`config.mk`:
```
export PLATFORM = sky130hd
export DESIGN_NAME = cei_top
export DESIGN_NICKNAME = d
export VERILOG_FILES = /design/src/logic/cei_pkg.sv /design/src/logic/cei_top.sv
export SDC_FILE = /design/constraint.sdc
export NUM_CORES = 1
export LEC_CHECK = 0
export BUFFER_PORTS_ARGS = -buffer_cell sky130_fd_sc_hd__buf_2
export CORE_UTILIZATION = 48
export CTS_CLUSTER_DIAMETER = 100
export DETAILED_ROUTE_END_ITERATION = 7
export GPL_TIMING_DRIVEN = 0
export MAX_ROUTING_LAYER = met4
export PLACE_DENSITY = 0.82
export SLEW_MARGIN = 30
export SYNTH_ARGS = -nofsm -noshare
export SYNTH_HDL_FRONTEND = slang
export SYNTH_SLANG_ARGS = --single-unit
```
`constraint.sdc`:
```
create_clock -name core_clk -period 2.91 [get_ports core_clk]
set_input_delay 0 -clock core_clk [delete_from_list [all_inputs] [get_ports core_clk]]
set_output_delay 0 -clock core_clk [all_outputs]
set_load 0.05 [all_outputs]
```
`src/logic/cei_pkg.sv`:
```
// Constants and types shared by the CAN error status and interrupt enable block
package cei_pkg;

    // Register indices; byte address is four times the index
    localparam logic [15:0] IDX_LAST_ERR    = 16'hFF92;
    localparam logic [15:0] IDX_ERR_SUMMARY = 16'hFF93;
    localparam logic [15:0] IDX_ERR_COUNT   = 16'hFF94;
    localparam logic [15:0] IDX_IRQ_ENABLE  = 16'hFF96;
    localparam logic [15:0] IDX_IRQ_STATUS  = 16'hFF98;
    localparam logic [15:0] IDX_CONTROL     = 16'hFFA0;

    // Reset values
    localparam logic [2:0]  LAST_ERR_RST   = 3'h0;
    localparam logic [5:0]  IRQ_ENABLE_RST = 6'h00;
    localparam logic [5:0]  IRQ_STATUS_RST = 6'h00;
    localparam logic [8:0]  TX_COUNT_RST   = 9'h000;
    localparam logic [7:0]  RX_COUNT_RST   = 8'h00;

    // Error codes
    localparam logic [2:0]  CODE_NONE    = 3'h0;
    localparam logic [2:0]  CODE_STUFF   = 3'h1;
    localparam logic [2:0]  CODE_FORM    = 3'h2;
    localparam logic [2:0]  CODE_ACK     = 3'h3;
    localparam logic [2:0]  CODE_BIT_REC = 3'h4;
    localparam logic [2:0]  CODE_BIT_DOM = 3'h5;
    localparam logic [2:0]  CODE_CRC     = 3'h6;

    // Counter thresholds and steps
    localparam logic [8:0]  LVL_WARN      = 9'h060;
    localparam logic [8:0]  LVL_PASSIVE   = 9'h080;
    localparam logic [8:0]  LVL_BUS_OFF   = 9'h100;
    localparam logic [7:0]  RX_EXIT_VALUE = 8'h77;
    localparam logic [7:0]  RX_MAX        = 8'hFF;
    localparam logic [8:0]  STEP_BIG      = 9'h008;

    // Level field patterns
    localparam logic [1:0]  LEVEL_LOW  = 2'h0;
    localparam logic [1:0]  LEVEL_WARN = 2'h1;
    localparam logic [1:0]  LEVEL_PASS = 2'h3;

    // Field positions
    localparam int SET_LSB      = 8;
    localparam int BUS_OFF_BIT  = 4;
    localparam int CLR_CNT_BIT  = 0;

    // AXI responses
    localparam logic [1:0]  RESP_OKAY   = 2'h0;
    localparam logic [1:0]  RESP_SLVERR = 2'h2;

    typedef enum logic [2:0] {
        SEL_NONE, SEL_LAST_ERR, SEL_SUMMARY, SEL_COUNT, SEL_ENABLE, SEL_STATUS, SEL_CONTROL
    } cei_sel_t;

endpackage

```
`src/logic/cei_top.sv`:
```
// CAN error code, error counters, status summary and interrupt enable with an AXI4-Lite slave
// Function
// - Last error code survives the switch into initialization mode.
// - Software writes to the last error register take effect only when zero.
// - Code 0 none, 1 stuff, 2 form, 3 acknowledge, 6 CRC; 7 undefined.
// - Code 4: sent recessive saw dominant; code 5: sent dominant saw recessive.
// - Bus-off flag set while transmit count is 256 or more.
// - Transmit level: 00 below 96, 01 for 96..127, 11 from 128.
// - Receive level: 00 below 96, 01 for 96..127, 11 from 128.
// - Counter register: transmit bits 7..0, receive 14..8, passive flag 15.
// - Receive passive flag is one while receive count is 128 or more.
// - Receive count field carries no meaning while receive level is passive.
// - Transmit count field carries no meaning while bus-off.
// - Counters move by the CAN fault confinement steps.
// - Six enable bits, reset zero, gate matching interrupt sources.
// - Enable bits written by set bits 13..8 and clear bits 5..0.
// - Counter clear request clears counters and summary in init mode, then self-clears.
// - Sources high to low: wakeup, arbitration loss, protocol error, status change, rx, tx.
`timescale 1ns/1ps
`default_nettype none

module cei_top #(
    parameter int ADDR_W = 20
) (
    // Clock and reset
    input  wire logic              core_clk,
    input  wire logic              resetn,
    // AXI4-Lite write address
    input  wire logic [ADDR_W-1:0] s_axi_awaddr,
    input  wire logic              s_axi_awvalid,
    output logic                   s_axi_awready,
    // AXI4-Lite write data
    input  wire logic [31:0]       s_axi_wdata,
    input  wire logic [3:0]        s_axi_wstrb,
    input  wire logic              s_axi_wvalid,
    output logic                   s_axi_wready,
    // AXI4-Lite write response
    output logic [1:0]             s_axi_bresp,
    output logic                   s_axi_bvalid,
    input  wire logic              s_axi_bready,
    // AXI4-Lite read address
    input  wire logic [ADDR_W-1:0] s_axi_araddr,
    input  wire logic              s_axi_arvalid,
    output logic                   s_axi_arready,
    // AXI4-Lite read data
    output logic [31:0]            s_axi_rdata,
    output logic [1:0]             s_axi_rresp,
    output logic                   s_axi_rvalid,
    input  wire logic              s_axi_rready,
    // Protocol engine: mode and error detection pulses
    input  wire logic              init_mode,
    input  wire logic              stuff_err,
    input  wire logic              form_err,
    input  wire logic              ack_err,
    input  wire logic              bit_rec_err,
    input  wire logic              bit_dom_err,
    input  wire logic              crc_err,
    // Protocol engine: fault confinement steps
    input  wire logic              tx_count_add8,
    input  wire logic              tx_count_sub1,
    input  wire logic              rx_count_add1,
    input  wire logic              rx_count_add8,
    input  wire logic              rx_count_sub1,
    input  wire logic              bus_off_recovered,
    // Protocol engine: interrupt events
    input  wire logic              wakeup_evt,
    input  wire logic              arb_loss_evt,
    input  wire logic              rx_valid_evt,
    input  wire logic              tx_done_evt,
    // Interrupt
    output logic                   irq
);

    // The index compare needs at least one address bit above the 16-bit index
    if (ADDR_W < 19 || ADDR_W > 32) begin : g_bad_addr_w
        $error("ADDR_W must be 19 to 32");
    end

    function automatic cei_pkg::cei_sel_t reg_sel(input logic [ADDR_W-1:0] addr);
        logic [ADDR_W-3:0] idx;
        idx = addr[ADDR_W-1:2];
        if      (idx == {{(ADDR_W-18){1'b0}}, cei_pkg::IDX_LAST_ERR})    reg_sel = cei_pkg::SEL_LAST_ERR;
        else if (idx == {{(ADDR_W-18){1'b0}}, cei_pkg::IDX_ERR_SUMMARY}) reg_sel = cei_pkg::SEL_SUMMARY;
        else if (idx == {{(ADDR_W-18){1'b0}}, cei_pkg::IDX_ERR_COUNT})   reg_sel = cei_pkg::SEL_COUNT;
        else if (idx == {{(ADDR_W-18){1'b0}}, cei_pkg::IDX_IRQ_ENABLE})  reg_sel = cei_pkg::SEL_ENABLE;
        else if (idx == {{(ADDR_W-18){1'b0}}, cei_pkg::IDX_IRQ_STATUS})  reg_sel = cei_pkg::SEL_STATUS;
        else if (idx == {{(ADDR_W-18){1'b0}}, cei_pkg::IDX_CONTROL})     reg_sel = cei_pkg::SEL_CONTROL;
        else                                                             reg_sel = cei_pkg::SEL_NONE;
    endfunction

    // Pattern 10 is never produced by construction
    function automatic logic [1:0] count_level(input logic [8:0] cnt);
        if (cnt >= cei_pkg::LVL_PASSIVE)   count_level = cei_pkg::LEVEL_PASS;
        else if (cnt >= cei_pkg::LVL_WARN) count_level = cei_pkg::LEVEL_WARN;
        else                               count_level = cei_pkg::LEVEL_LOW;
    endfunction

    // Reset release synchroniser
    logic [1:0] rst_pipe;
    logic       rst_n;

    always_ff @(posedge core_clk or negedge resetn) begin
        if (!resetn) begin
            rst_pipe <= 2'h0;
        end else begin
            rst_pipe <= {rst_pipe[0], 1'b1};
        end
    end
    assign rst_n = rst_pipe[1];

    // Block state
    logic [2:0]  last_err;
    logic [8:0]  tx_count;
    logic [7:0]  rx_count;
    logic [5:0]  irq_enable;
    logic [5:0]  irq_status;
    logic        clear_req;
    logic [7:0]  summary_prev;

    logic        bus_off_flag;
    logic [1:0]  tx_level;
    logic [1:0]  rx_level;
    logic        rx_passive_flag;
    logic [7:0]  error_state_summary;
    logic [15:0] error_counters;
    logic        err_any;
    logic [5:0]  irq_src;

    assign bus_off_flag        = (tx_count >= cei_pkg::LVL_BUS_OFF);
    assign tx_level            = count_level(tx_count);
    assign rx_level            = count_level({1'b0, rx_count});
    assign rx_passive_flag     = ({1'b0, rx_count} >= cei_pkg::LVL_PASSIVE);
    assign error_state_summary = {3'h0, bus_off_flag, tx_level, rx_level};
    // Low count bits only; meaningless while passive or bus-off
    assign error_counters = {rx_passive_flag, rx_count[6:0], tx_count[7:0]};
    assign err_any = stuff_err | form_err | ack_err | bit_rec_err | bit_dom_err | crc_err;
    assign irq_src = {wakeup_evt, arb_loss_evt, err_any,
                      error_state_summary != summary_prev, rx_valid_evt, tx_done_evt};

    // AXI write path: address and data taken in either order
    logic [ADDR_W-1:0] aw_addr_q;
    logic              aw_held;
    logic [31:0]       w_data_q;
    logic [3:0]        w_strb_q;
    logic              w_held;
    logic              wr_fire;
    cei_pkg::cei_sel_t wr_sel;
    logic [15:0]       wr_val;

    assign s_axi_awready = !aw_held && !s_axi_bvalid;
    assign s_axi_wready  = !w_held && !s_axi_bvalid;
    assign wr_fire       = aw_held && w_held && !s_axi_bvalid;
    assign wr_sel        = reg_sel(aw_addr_q);
    // Disabled byte lanes count as zero; with lane 1 off an enable write only clears, with lane 0 off it only sets
    assign wr_val = {w_strb_q[1] ? w_data_q[15:8] : 8'h00, w_strb_q[0] ? w_data_q[7:0] : 8'h00};

    always_ff @(posedge core_clk or negedge rst_n) begin
        if (!rst_n) begin
            aw_held   <= 1'b0;
            aw_addr_q <= '0;
        end else if (s_axi_awvalid && s_axi_awready) begin
            aw_held   <= 1'b1;
            aw_addr_q <= s_axi_awaddr;
        end else if (wr_fire) begin
            aw_held   <= 1'b0;
        end
    end

    always_ff @(posedge core_clk or negedge rst_n) begin
        if (!rst_n) begin
            w_held   <= 1'b0;
            w_data_q <= 32'h0;
            w_strb_q <= 4'h0;
        end else if (s_axi_wvalid && s_axi_wready) begin
            w_held   <= 1'b1;
            w_data_q <= s_axi_wdata;
            w_strb_q <= s_axi_wstrb;
        end else if (wr_fire) begin
            w_held   <= 1'b0;
        end
    end

    always_ff @(posedge core_clk or negedge rst_n) begin
        if (!rst_n) begin
            s_axi_bvalid <= 1'b0;
            s_axi_bresp  <= cei_pkg::RESP_OKAY;
        end else if (wr_fire) begin
            s_axi_bvalid <= 1'b1;
            s_axi_bresp  <= (wr_sel == cei_pkg::SEL_NONE) ? cei_pkg::RESP_SLVERR : cei_pkg::RESP_OKAY;
        end else if (s_axi_bready) begin
            s_axi_bvalid <= 1'b0;
        end
    end

    // AXI read path
    cei_pkg::cei_sel_t rd_sel;
    logic [15:0]       rd_val;

    assign s_axi_arready = !s_axi_rvalid;
    assign rd_sel        = reg_sel(s_axi_araddr);

    always_comb begin
        rd_val = 16'h0;
        unique case (rd_sel)
            cei_pkg::SEL_LAST_ERR: rd_val = {13'h0, last_err};
            cei_pkg::SEL_SUMMARY:  rd_val = {8'h0, error_state_summary};
            cei_pkg::SEL_COUNT:    rd_val = error_counters;
            cei_pkg::SEL_ENABLE:   rd_val = {10'h0, irq_enable};
            cei_pkg::SEL_STATUS:   rd_val = {10'h0, irq_status};
            cei_pkg::SEL_CONTROL:  rd_val = {15'h0, clear_req};
            cei_pkg::SEL_NONE:     rd_val = 16'h0;
        endcase
    end

    always_ff @(posedge core_clk or negedge rst_n) begin
        if (!rst_n) begin
            s_axi_rvalid <= 1'b0;
            s_axi_rdata  <= 32'h0;
            s_axi_rresp  <= cei_pkg::RESP_OKAY;
        end else if (s_axi_arvalid && s_axi_arready) begin
            s_axi_rvalid <= 1'b1;
            s_axi_rdata  <= {16'h0, rd_val};
            s_axi_rresp  <= (rd_sel == cei_pkg::SEL_NONE) ? cei_pkg::RESP_SLVERR : cei_pkg::RESP_OKAY;
        end else if (s_axi_rready) begin
            s_axi_rvalid <= 1'b0;
        end
    end

    // Last error code; a detected error in the same cycle beats a software clear
    logic       lec_clear;
    logic [2:0] next_last_err;

    assign lec_clear = wr_fire && wr_sel == cei_pkg::SEL_LAST_ERR && w_strb_q[0]
                       && w_data_q[7:0] == 8'h00;

    always_comb begin
        next_last_err = last_err;
        if (lec_clear)        next_last_err = cei_pkg::CODE_NONE;
        if (stuff_err)        next_last_err = cei_pkg::CODE_STUFF;
        else if (form_err)    next_last_err = cei_pkg::CODE_FORM;
        else if (ack_err)     next_last_err = cei_pkg::CODE_ACK;
        else if (bit_rec_err) next_last_err = cei_pkg::CODE_BIT_REC;
        else if (bit_dom_err) next_last_err = cei_pkg::CODE_BIT_DOM;
        else if (crc_err)     next_last_err = cei_pkg::CODE_CRC;
    end

    always_ff @(posedge core_clk or negedge rst_n) begin
        if (!rst_n) begin
            last_err <= cei_pkg::LAST_ERR_RST;
        end else begin
            last_err <= next_last_err;
        end
    end

    // Counter clear request: software may only raise it in init mode
    logic clear_now;
    assign clear_now = clear_req && init_mode;

    always_ff @(posedge core_clk or negedge rst_n) begin
        if (!rst_n) begin
            clear_req <= 1'b0;
        end else if (clear_now) begin
            clear_req <= 1'b0;
        end else if (wr_fire && wr_sel == cei_pkg::SEL_CONTROL && wr_val[cei_pkg::CLR_CNT_BIT] && init_mode) begin
            clear_req <= 1'b1;
        end
    end

    // Fault confinement counters
    logic [8:0] rx_sum;
    always_comb begin
        rx_sum = {1'b0, rx_count};
        if (rx_count_add8)      rx_sum = {1'b0, rx_count} + cei_pkg::STEP_BIG;
        else if (rx_count_add1) rx_sum = {1'b0, rx_count} + 9'h001;
    end

    always_ff @(posedge core_clk or negedge rst_n) begin
        if (!rst_n) begin
            tx_count <= cei_pkg::TX_COUNT_RST;
        end else if (clear_now || bus_off_recovered) begin
            tx_count <= cei_pkg::TX_COUNT_RST;
        end else if (!bus_off_flag) begin
            // Frozen once bus-off until recovery or a counter clear
            if (tx_count_add8) begin
                tx_count <= tx_count + cei_pkg::STEP_BIG;
            end else if (tx_count_sub1 && tx_count != 9'h000) begin
                tx_count <= tx_count - 9'h001;
            end
        end
    end

    always_ff @(posedge core_clk or negedge rst_n) begin
        if (!rst_n) begin
            rx_count <= cei_pkg::RX_COUNT_RST;
        end else if (clear_now || bus_off_recovered) begin
            rx_count <= cei_pkg::RX_COUNT_RST;
        end else if (rx_count_add8 || rx_count_add1) begin
            rx_count <= rx_sum[8] ? cei_pkg::RX_MAX : rx_sum[7:0];
        end else if (rx_count_sub1) begin
            if ({1'b0, rx_count} >= cei_pkg::LVL_PASSIVE) begin
                rx_count <= cei_pkg::RX_EXIT_VALUE;
            end else if (rx_count != 8'h00) begin
                rx_count <= rx_count - 8'h01;
            end
        end
    end

    // Interrupt enable through set/clear pairs
    logic [5:0] en_set;
    logic [5:0] en_clr;
    assign en_set = (wr_fire && wr_sel == cei_pkg::SEL_ENABLE) ? wr_val[cei_pkg::SET_LSB +: 6] : 6'h00;
    assign en_clr = (wr_fire && wr_sel == cei_pkg::SEL_ENABLE) ? wr_val[5:0] : 6'h00;

    always_ff @(posedge core_clk or negedge rst_n) begin
        if (!rst_n) begin
            irq_enable <= cei_pkg::IRQ_ENABLE_RST;
        end else begin
            irq_enable <= (irq_enable | (en_set & ~en_clr)) & ~(en_clr & ~en_set);
        end
    end

    // Sticky status, write one to clear; a new event wins over the clear
    logic [5:0] st_clr;
    assign st_clr = (wr_fire && wr_sel == cei_pkg::SEL_STATUS) ? wr_val[5:0] : 6'h00;

    always_ff @(posedge core_clk or negedge rst_n) begin
        if (!rst_n) begin
            irq_status   <= cei_pkg::IRQ_STATUS_RST;
            summary_prev <= 8'h00;
        end else begin
            irq_status   <= (irq_status & ~st_clr) | irq_src;
            summary_prev <= error_state_summary;
        end
    end

    always_ff @(posedge core_clk or negedge rst_n) begin
        if (!rst_n) begin
            irq <= 1'b0;
        end else begin
            irq <= |(irq_status & irq_enable);
        end
    end

    // Checks
    property p_lec_ignore;
        @(posedge core_clk) disable iff (!rst_n)
        (wr_fire && wr_sel == cei_pkg::SEL_LAST_ERR && w_data_q[7:0] != 8'h00 && !err_any) |=> $stable(last_err);
    endproperty
    a_lec_ignore: assert property (p_lec_ignore) else $error("nonzero write changed last error");

    property p_lec_hold;
        @(posedge core_clk) disable iff (!rst_n)
        (!err_any && !lec_clear) |=> (last_err == $past(last_err));
    endproperty
    a_lec_hold: assert property (p_lec_hold) else $error("last error changed without cause");

    property p_bit_dom;
        @(posedge core_clk) disable iff (!rst_n)
        (bit_dom_err && !stuff_err && !form_err && !ack_err && !bit_rec_err) |=> (last_err == 3'h5);
    endproperty
    a_bit_dom: assert property (p_bit_dom) else $error("dominant bit error not coded 5");

    property p_bus_off;
        @(posedge core_clk) disable iff (!rst_n)
        (tx_count >= 9'h0F8 && tx_count < 9'h100 && tx_count_add8 && !clear_now && !bus_off_recovered)
            |=> error_state_summary[cei_pkg::BUS_OFF_BIT] ##1 error_state_summary[cei_pkg::BUS_OFF_BIT];
    endproperty
    a_bus_off: assert property (p_bus_off) else $error("bus-off flag missing at count 256");

    property p_tx_level;
        @(posedge core_clk) disable iff (!rst_n)
        (tx_level != 2'h2) && ((tx_count < 9'h060) == (tx_level == 2'h0));
    endproperty
    a_tx_level: assert property (p_tx_level) else $error("transmit level field wrong");

    property p_rx_pass;
        @(posedge core_clk) disable iff (!rst_n)
        error_counters[15] == (rx_level == 2'h3);
    endproperty
    a_rx_pass: assert property (p_rx_pass) else $error("passive flag disagrees with level");

    property p_clear;
        @(posedge core_clk) disable iff (!rst_n)
        clear_now |=> (error_counters == 16'h0000 && error_state_summary == 8'h00 && !clear_req);
    endproperty
    a_clear: assert property (p_clear) else $error("counter clear did not complete");

    property p_en_set;
        @(posedge core_clk) disable iff (!rst_n)
        (wr_fire && wr_sel == cei_pkg::SEL_ENABLE && w_strb_q[1:0] == 2'h3 && w_data_q[13] && !w_data_q[5])
            |=> irq_enable[5];
    endproperty
    a_en_set: assert property (p_en_set) else $error("enable set bit ignored");

    property p_irq_gate;
        @(posedge core_clk) disable iff (!rst_n)
        (irq_enable == 6'h00) |=> !irq;
    endproperty
    a_irq_gate: assert property (p_irq_gate) else $error("interrupt raised while all disabled");

endmodule // cei_top

`default_nettype wire

```
After elaboration in Yosys (flattened, before gate mapping)
Cells that the tools add are included.
Storage, ports and cells
  bits in registers: 101
  bits of input ports: 100
  output and inout bits: 42
Cells by class
  add/subtract/negate cells: 5
  $lt $le $gt $ge: 5
  eq/ne operators: 25
  muxes and demuxes: 52
  bitwise gates (word level): 16
  reduce and logical (&&, ||, !) cells: 40
Operators by type and width (count)
  18-bit by 16-bit equality test with 1-bit output, second input constant: 12
  16-bit case mux with 7 select lines: 1
  3-bit two-way mux: 19
  9-bit two-way mux: 6
  8-bit two-way mux: 6
  6-bit AND: 5
  6-bit two-way mux: 5
  6-bit inverter: 4
  3-bit equality test, second input constant: 6
  1-bit logical AND: 17
  6-bit bitwise OR: 2
  1-bit two-way mux: 11
  2-bit nonzero test: 5
  8-bit by 1-bit adder with 9-bit output, second input constant: 1
  8-bit by 4-bit adder with 9-bit output, second input constant: 1
  9-bit by 4-bit adder with 9-bit output, second input constant: 1
  9-bit by 7-bit greater-or-equal comparator with 1-bit output, second input constant: 1
  9-bit by 8-bit greater-or-equal comparator with 1-bit output, second input constant: 1
  9-bit greater-or-equal comparator, second input constant: 1
  9-bit nonzero test: 1
  9-bit by 1-bit subtractor with 9-bit output, second input constant: 1
  8-bit by 7-bit greater-or-equal comparator with 1-bit output, second input constant: 1
  8-bit greater-or-equal comparator, second input constant: 1
  8-bit zero test: 1
  18 further kinds: 33

Logic depth before layout (Yosys ltp)
  word-level depth: 18
  gate-level depth with buffers: 8

Worst setup path after synthesis
OpenSTA, ideal clock, no wires.
  path type: flip-flop to flip-flop
  start: register s_axi_bvalid
  end: register aw_addr_q[10]
  library setup time: 0.125 ns
  arrival time: 2.592 ns
  path slack: 0.194 ns
  stages on the path, launching flop included: 6
  clock period less this slack: 2.716 ns
  path through: dfrtp_1 nor2_1 and2_1 clkbuf_1 clkbuf_1 mux2_2
Between the ends
  cells in the longest elaborated chain, start to end: 3
RTL lines
  start: declaration: line cei_top.sv:39  | output logic s_axi_bvalid,
  start signal: assignment: line cei_top.sv:185  | s_axi_bvalid <= 1'b0;
  start signal: assignment: line cei_top.sv:188  | s_axi_bvalid <= 1'b1;
  start signal: assignment: line cei_top.sv:191  | s_axi_bvalid <= 1'b0;
  1-bit zero test: line cei_top.sv:150  | assign s_axi_awready = !aw_held && !s_axi_bvalid;
  1-bit logical AND: line cei_top.sv:150
  via s_axi_awready: line cei_top.sv:31  | output logic s_axi_awready,
  1-bit logical AND: line cei_top.sv:161  | end else if (s_axi_awvalid && s_axi_awready) begin
  end signal: assignment: line cei_top.sv:163  | aw_addr_q <= s_axi_awaddr;
  end: declaration: line cei_top.sv:141  | logic [ADDR_W-1:0] aw_addr_q;
The timed path passes the listed nets, and every way through them passes these cells.
A chain may end at the register's enable or synchronous reset.

Worst setup path in the final report
  start: register aw_addr_q[2]
  end: register last_err[2]
Between the ends
  cells in the longest elaborated chain, start to end: 12
RTL lines
  18-bit by 16-bit equality test with 1-bit output: line cei_top.sv:87  | else if (idx == {{(ADDR_W-18){1'b0}}, cei_pkg::IDX_CONTROL}) reg_sel = cei_pkg::SEL_CONTROL;
  3-bit two-way mux: line cei_top.sv:87
  3-bit two-way mux: line cei_top.sv:86  | else if (idx == {{(ADDR_W-18){1'b0}}, cei_pkg::IDX_IRQ_STATUS}) reg_sel = cei_pkg::SEL_STATUS;
  3-bit two-way mux: line cei_top.sv:85  | else if (idx == {{(ADDR_W-18){1'b0}}, cei_pkg::IDX_IRQ_ENABLE}) reg_sel = cei_pkg::SEL_ENABLE;
  3-bit two-way mux: line cei_top.sv:84  | else if (idx == {{(ADDR_W-18){1'b0}}, cei_pkg::IDX_ERR_COUNT}) reg_sel = cei_pkg::SEL_COUNT;
  3-bit two-way mux: line cei_top.sv:83  | else if (idx == {{(ADDR_W-18){1'b0}}, cei_pkg::IDX_ERR_SUMMARY}) reg_sel = cei_pkg::SEL_SUMMARY;
  3-bit two-way mux (*): line cei_top.sv:82  | if (idx == {{(ADDR_W-18){1'b0}}, cei_pkg::IDX_LAST_ERR}) reg_sel = cei_pkg::SEL_LAST_ERR;
  3-bit by 1-bit equality test with 1-bit output (*): line cei_top.sv:233  | assign lec_clear = wr_fire && wr_sel == cei_pkg::SEL_LAST_ERR && w_strb_q[0]
  1-bit logical AND (*) (2 in series): line cei_top.sv:233
  1-bit logical AND (*): line cei_top.sv:234  | && w_data_q[7:0] == 8'h00;
  7-bit nonzero test (no source line) (*)
  end signal: assignment: line cei_top.sv:249  | last_err <= cei_pkg::LAST_ERR_RST;
  end signal: assignment: line cei_top.sv:251  | last_err <= next_last_err;
  end: declaration: line cei_top.sv:112  | logic [2:0] last_err;
Every way passes the cells marked *; elsewhere a longest branch is shown, timed or not.

==> results_dict.tcl <==
set metrics [dict create \
    startpoint_type "flop" \
    layout-drive-gt1-share_pct 25.9 \
    fin_tns_setup_ns 0 \
    cts_tree "done" \
    p_leak_nw 3.14 \
    synth.distinct_cells 70 \
    finalHoldViolCount 0 \
    status "completed" \
    yosys.area.top_type_share_pct 45.0 \
    vias 5018 \
    skew_ns 0.0117 \
    port_buffers 99 \
    max_freq_mhz 380 \
    htree_levels 3 \
    cts_root_buffer "clkbuf_8" \
    start_util_pct 49.5 \
    chipHeight_um 108 \
    async_flop_share_pct 100 \
    core_area_mm2 0.0109 \
    finalNonFillerCells 882 \
    row_count 38 \
    synth-main-ff-cell "dfrtp_1" \
    crit_path_end_kind "flop" \
    synth-edff-count 0 \
    antenna_found_initial 0 \
    nFillCells 879 \
    die_w_um 108 \
    tightest_slew_ns 0.931 \
    track_usage_pct 25.8 \
    drt-vias-per-instance 5.69 \
    ys_seq_area_share_pct 45.0 \
    cts.clk_slew.worst_paths_ns 0.10 \
    setup_viol_count_final 0 \
    drt_pass1_iterations 5 \
    crit_type "reg2reg" \
    drtIter0Drc 229 \
    ys_ff_latch 97 \
    fin_crit_sh_pct 90.4 \
    min_path_type "in2reg" \
    cts_buffers 9 \
    critical_path_required_ns 3.16 \
    final_net_count 845 \
    wl_per_cell_um 15.9 \
    drc 0 \
    gp_congestion 0.914 \
    maxSlewHeadroom_pct 38.0 \
    area_growth_pct 28.1 \
    synthesis.area_mm2 0.00539 \
    cts_resized 0 \
    clock_latency_ns 0.37 \
    crit_fanout 7 \
    grt_first_pass_wirelength_um 22900 \
    syn_area_per_cell_um2 9.71 \
    overflow 0 \
    synthTopCellsByCount "dfrtp_1 (97), nand2_1 (59), mux2_2 (35)" \
    routed_wl_um 14000 \
    fin_crit_ns 2.63 \
    grt_max_degree 45 \
    rrSetupSlack_ns 0.28 \
    netlist_instances 555 \
    irDropWorstVdd_v 0.000700 \
    cts_max_path_buffers 2 \
    yosys-top-cells-area "dfrtp_1 (45%), mux2_2 (7.3%), nand2_1 (4.1%), buf_4 (2.5%), o21ai_0 (2.3%)" \
    synth_most_common_cell "dfrtp_1" \
    antenna_left 0 \
    p_per_area_mw_per_mm2 672 \
    slew_viol_final 0 \
    dp_cells 813 \
    die_area_mm2 0.0117 \
    clock-sinks 97 \
    yosys_warnings 0 \
    rsz0062_at_grt "false" \
    top_level_ports 142 \
    cts_hold_buf 53 \
    grt_pass1_vias 4788 \
    yosysTopAreaCell "dfrtp_1" \
    dp_hpwl_um 10000 \
    arrival_ns 2.89 \
    max-cap-violations 0 \
    post_cts_buffers 0 \
    n_antenna_cell 0 \
]
## stage by stage
step	hold slack [ns]	power, mW	util, %	setup WS (ns)	cell area, um^2
floorplan	-0.296	3.23	-	0.00798	5460
global placement	-0.215	3.56	56.3	-0.990	6130
detailed placement	-0.213	3.66	56.7	0.566	6170
CTS	0.0343	4.62	63.4	0.306	6910
global route	0.0500	4.93	63.4	0.0530	6910
finish	0.0396	4.64	63.4	0.279	6910
## logic make-up after synthesis
family,synth area share (%)
other cells,0.139
xor+xnor,1.46
buf+inv,5.92
mux,7.50
compound gates,17.3
flops,45.0
fa+ha+maj,1.86
simple gates,20.8
## registers in the layout, indices dropped and copies added, names as in the netlist, 2 cells and up
name and count:
irq_enable 6, rx_count 8, last_err 3, aw_addr_q 18, s_axi_rdata 16, w_strb_q 2, rst_pipe 2, tx_count 9
irq_status 6, summary_prev 5, w_data_q 14
## power breakdown
group          switching (mW)  total (mW)  leakage, nW  internal, mW
Clock                   0.484       0.912        0.100         0.428
Sequential              0.378        2.08         1.20          1.70
Combinational           0.912        1.65         1.84         0.739
Total                    1.77        4.64         3.14          2.87
## worst max-delay path, stage by stage (launching register included)
cell and delay (ns):
dfrtp_1 0.44, nor3_1 0.25, nand3_1 0.26, nor3_1 0.68
a31o_2 0.26, a21boi_0 0.07, dlygate4sd3_1 0.57
## cells in the final DEF (no fill, tap or decap), types with 18 or more instances in the layout
master | netlist | final
a21oi_1 | 21 | 21
buf_2 | 3 | 102
buf_4 | 18 | 18
clkbuf_1 | 17 | 18
conb_1 | 2 | 19
dfrtp_1 | 97 | 96
dlygate4sd3_1 | 0 | 53
inv_1 | 20 | 20
mux2_2 | 35 | 35
nand2_1 | 59 | 59
nand3_1 | 23 | 23
nor2_1 | 30 | 30
o21ai_0 | 25 | 25
## final cells by class
cell class              count  area, um^2  area share (%)
inverters                  20        75.1            1.09
clock buffers              11         141            2.05
clock inverters             5        63.8           0.924
plain buffers              42         244            3.53
multi-input cells         413        2710            39.2
repair buffers            154        1070            15.4
flip-flops and latches     97        2430            35.2
well taps                 140         175            2.54
## final timing paths
kind	start	to	cells after the start
worst min-delay path	form_err	last_err[0]$_DFFE_PN0P_	3
max in group asynchronous	rst_pipe[1]$_DFF_PN0_	s_axi_rdata[11]$_DFFE_PN0P_	1
worst min register to register	rst_pipe[1]$_DFF_PN0_	w_data_q[13]$_DFFE_PN0P_	0
min in group asynchronous	rst_pipe[1]$_DFF_PN0_	w_data_q[13]$_DFFE_PN0P_	0
worst max register to register	aw_addr_q[2]$_DFFE_PN0P_	last_err[2]$_DFFE_PN0P_	6
worst max-delay path	aw_addr_q[2]$_DFFE_PN0P_	last_err[2]$_DFFE_PN0P_	6
## layer usage
metal	wire, um	part of all wire, %	track usage [%]
met1	5950	42	30.2
met2	7340	52	46.5
met3	577	4.1	5.00
met4	155	1.1	3.82
met5	0	0	-
No activity file was read; power rests on OpenSTA's default activity.
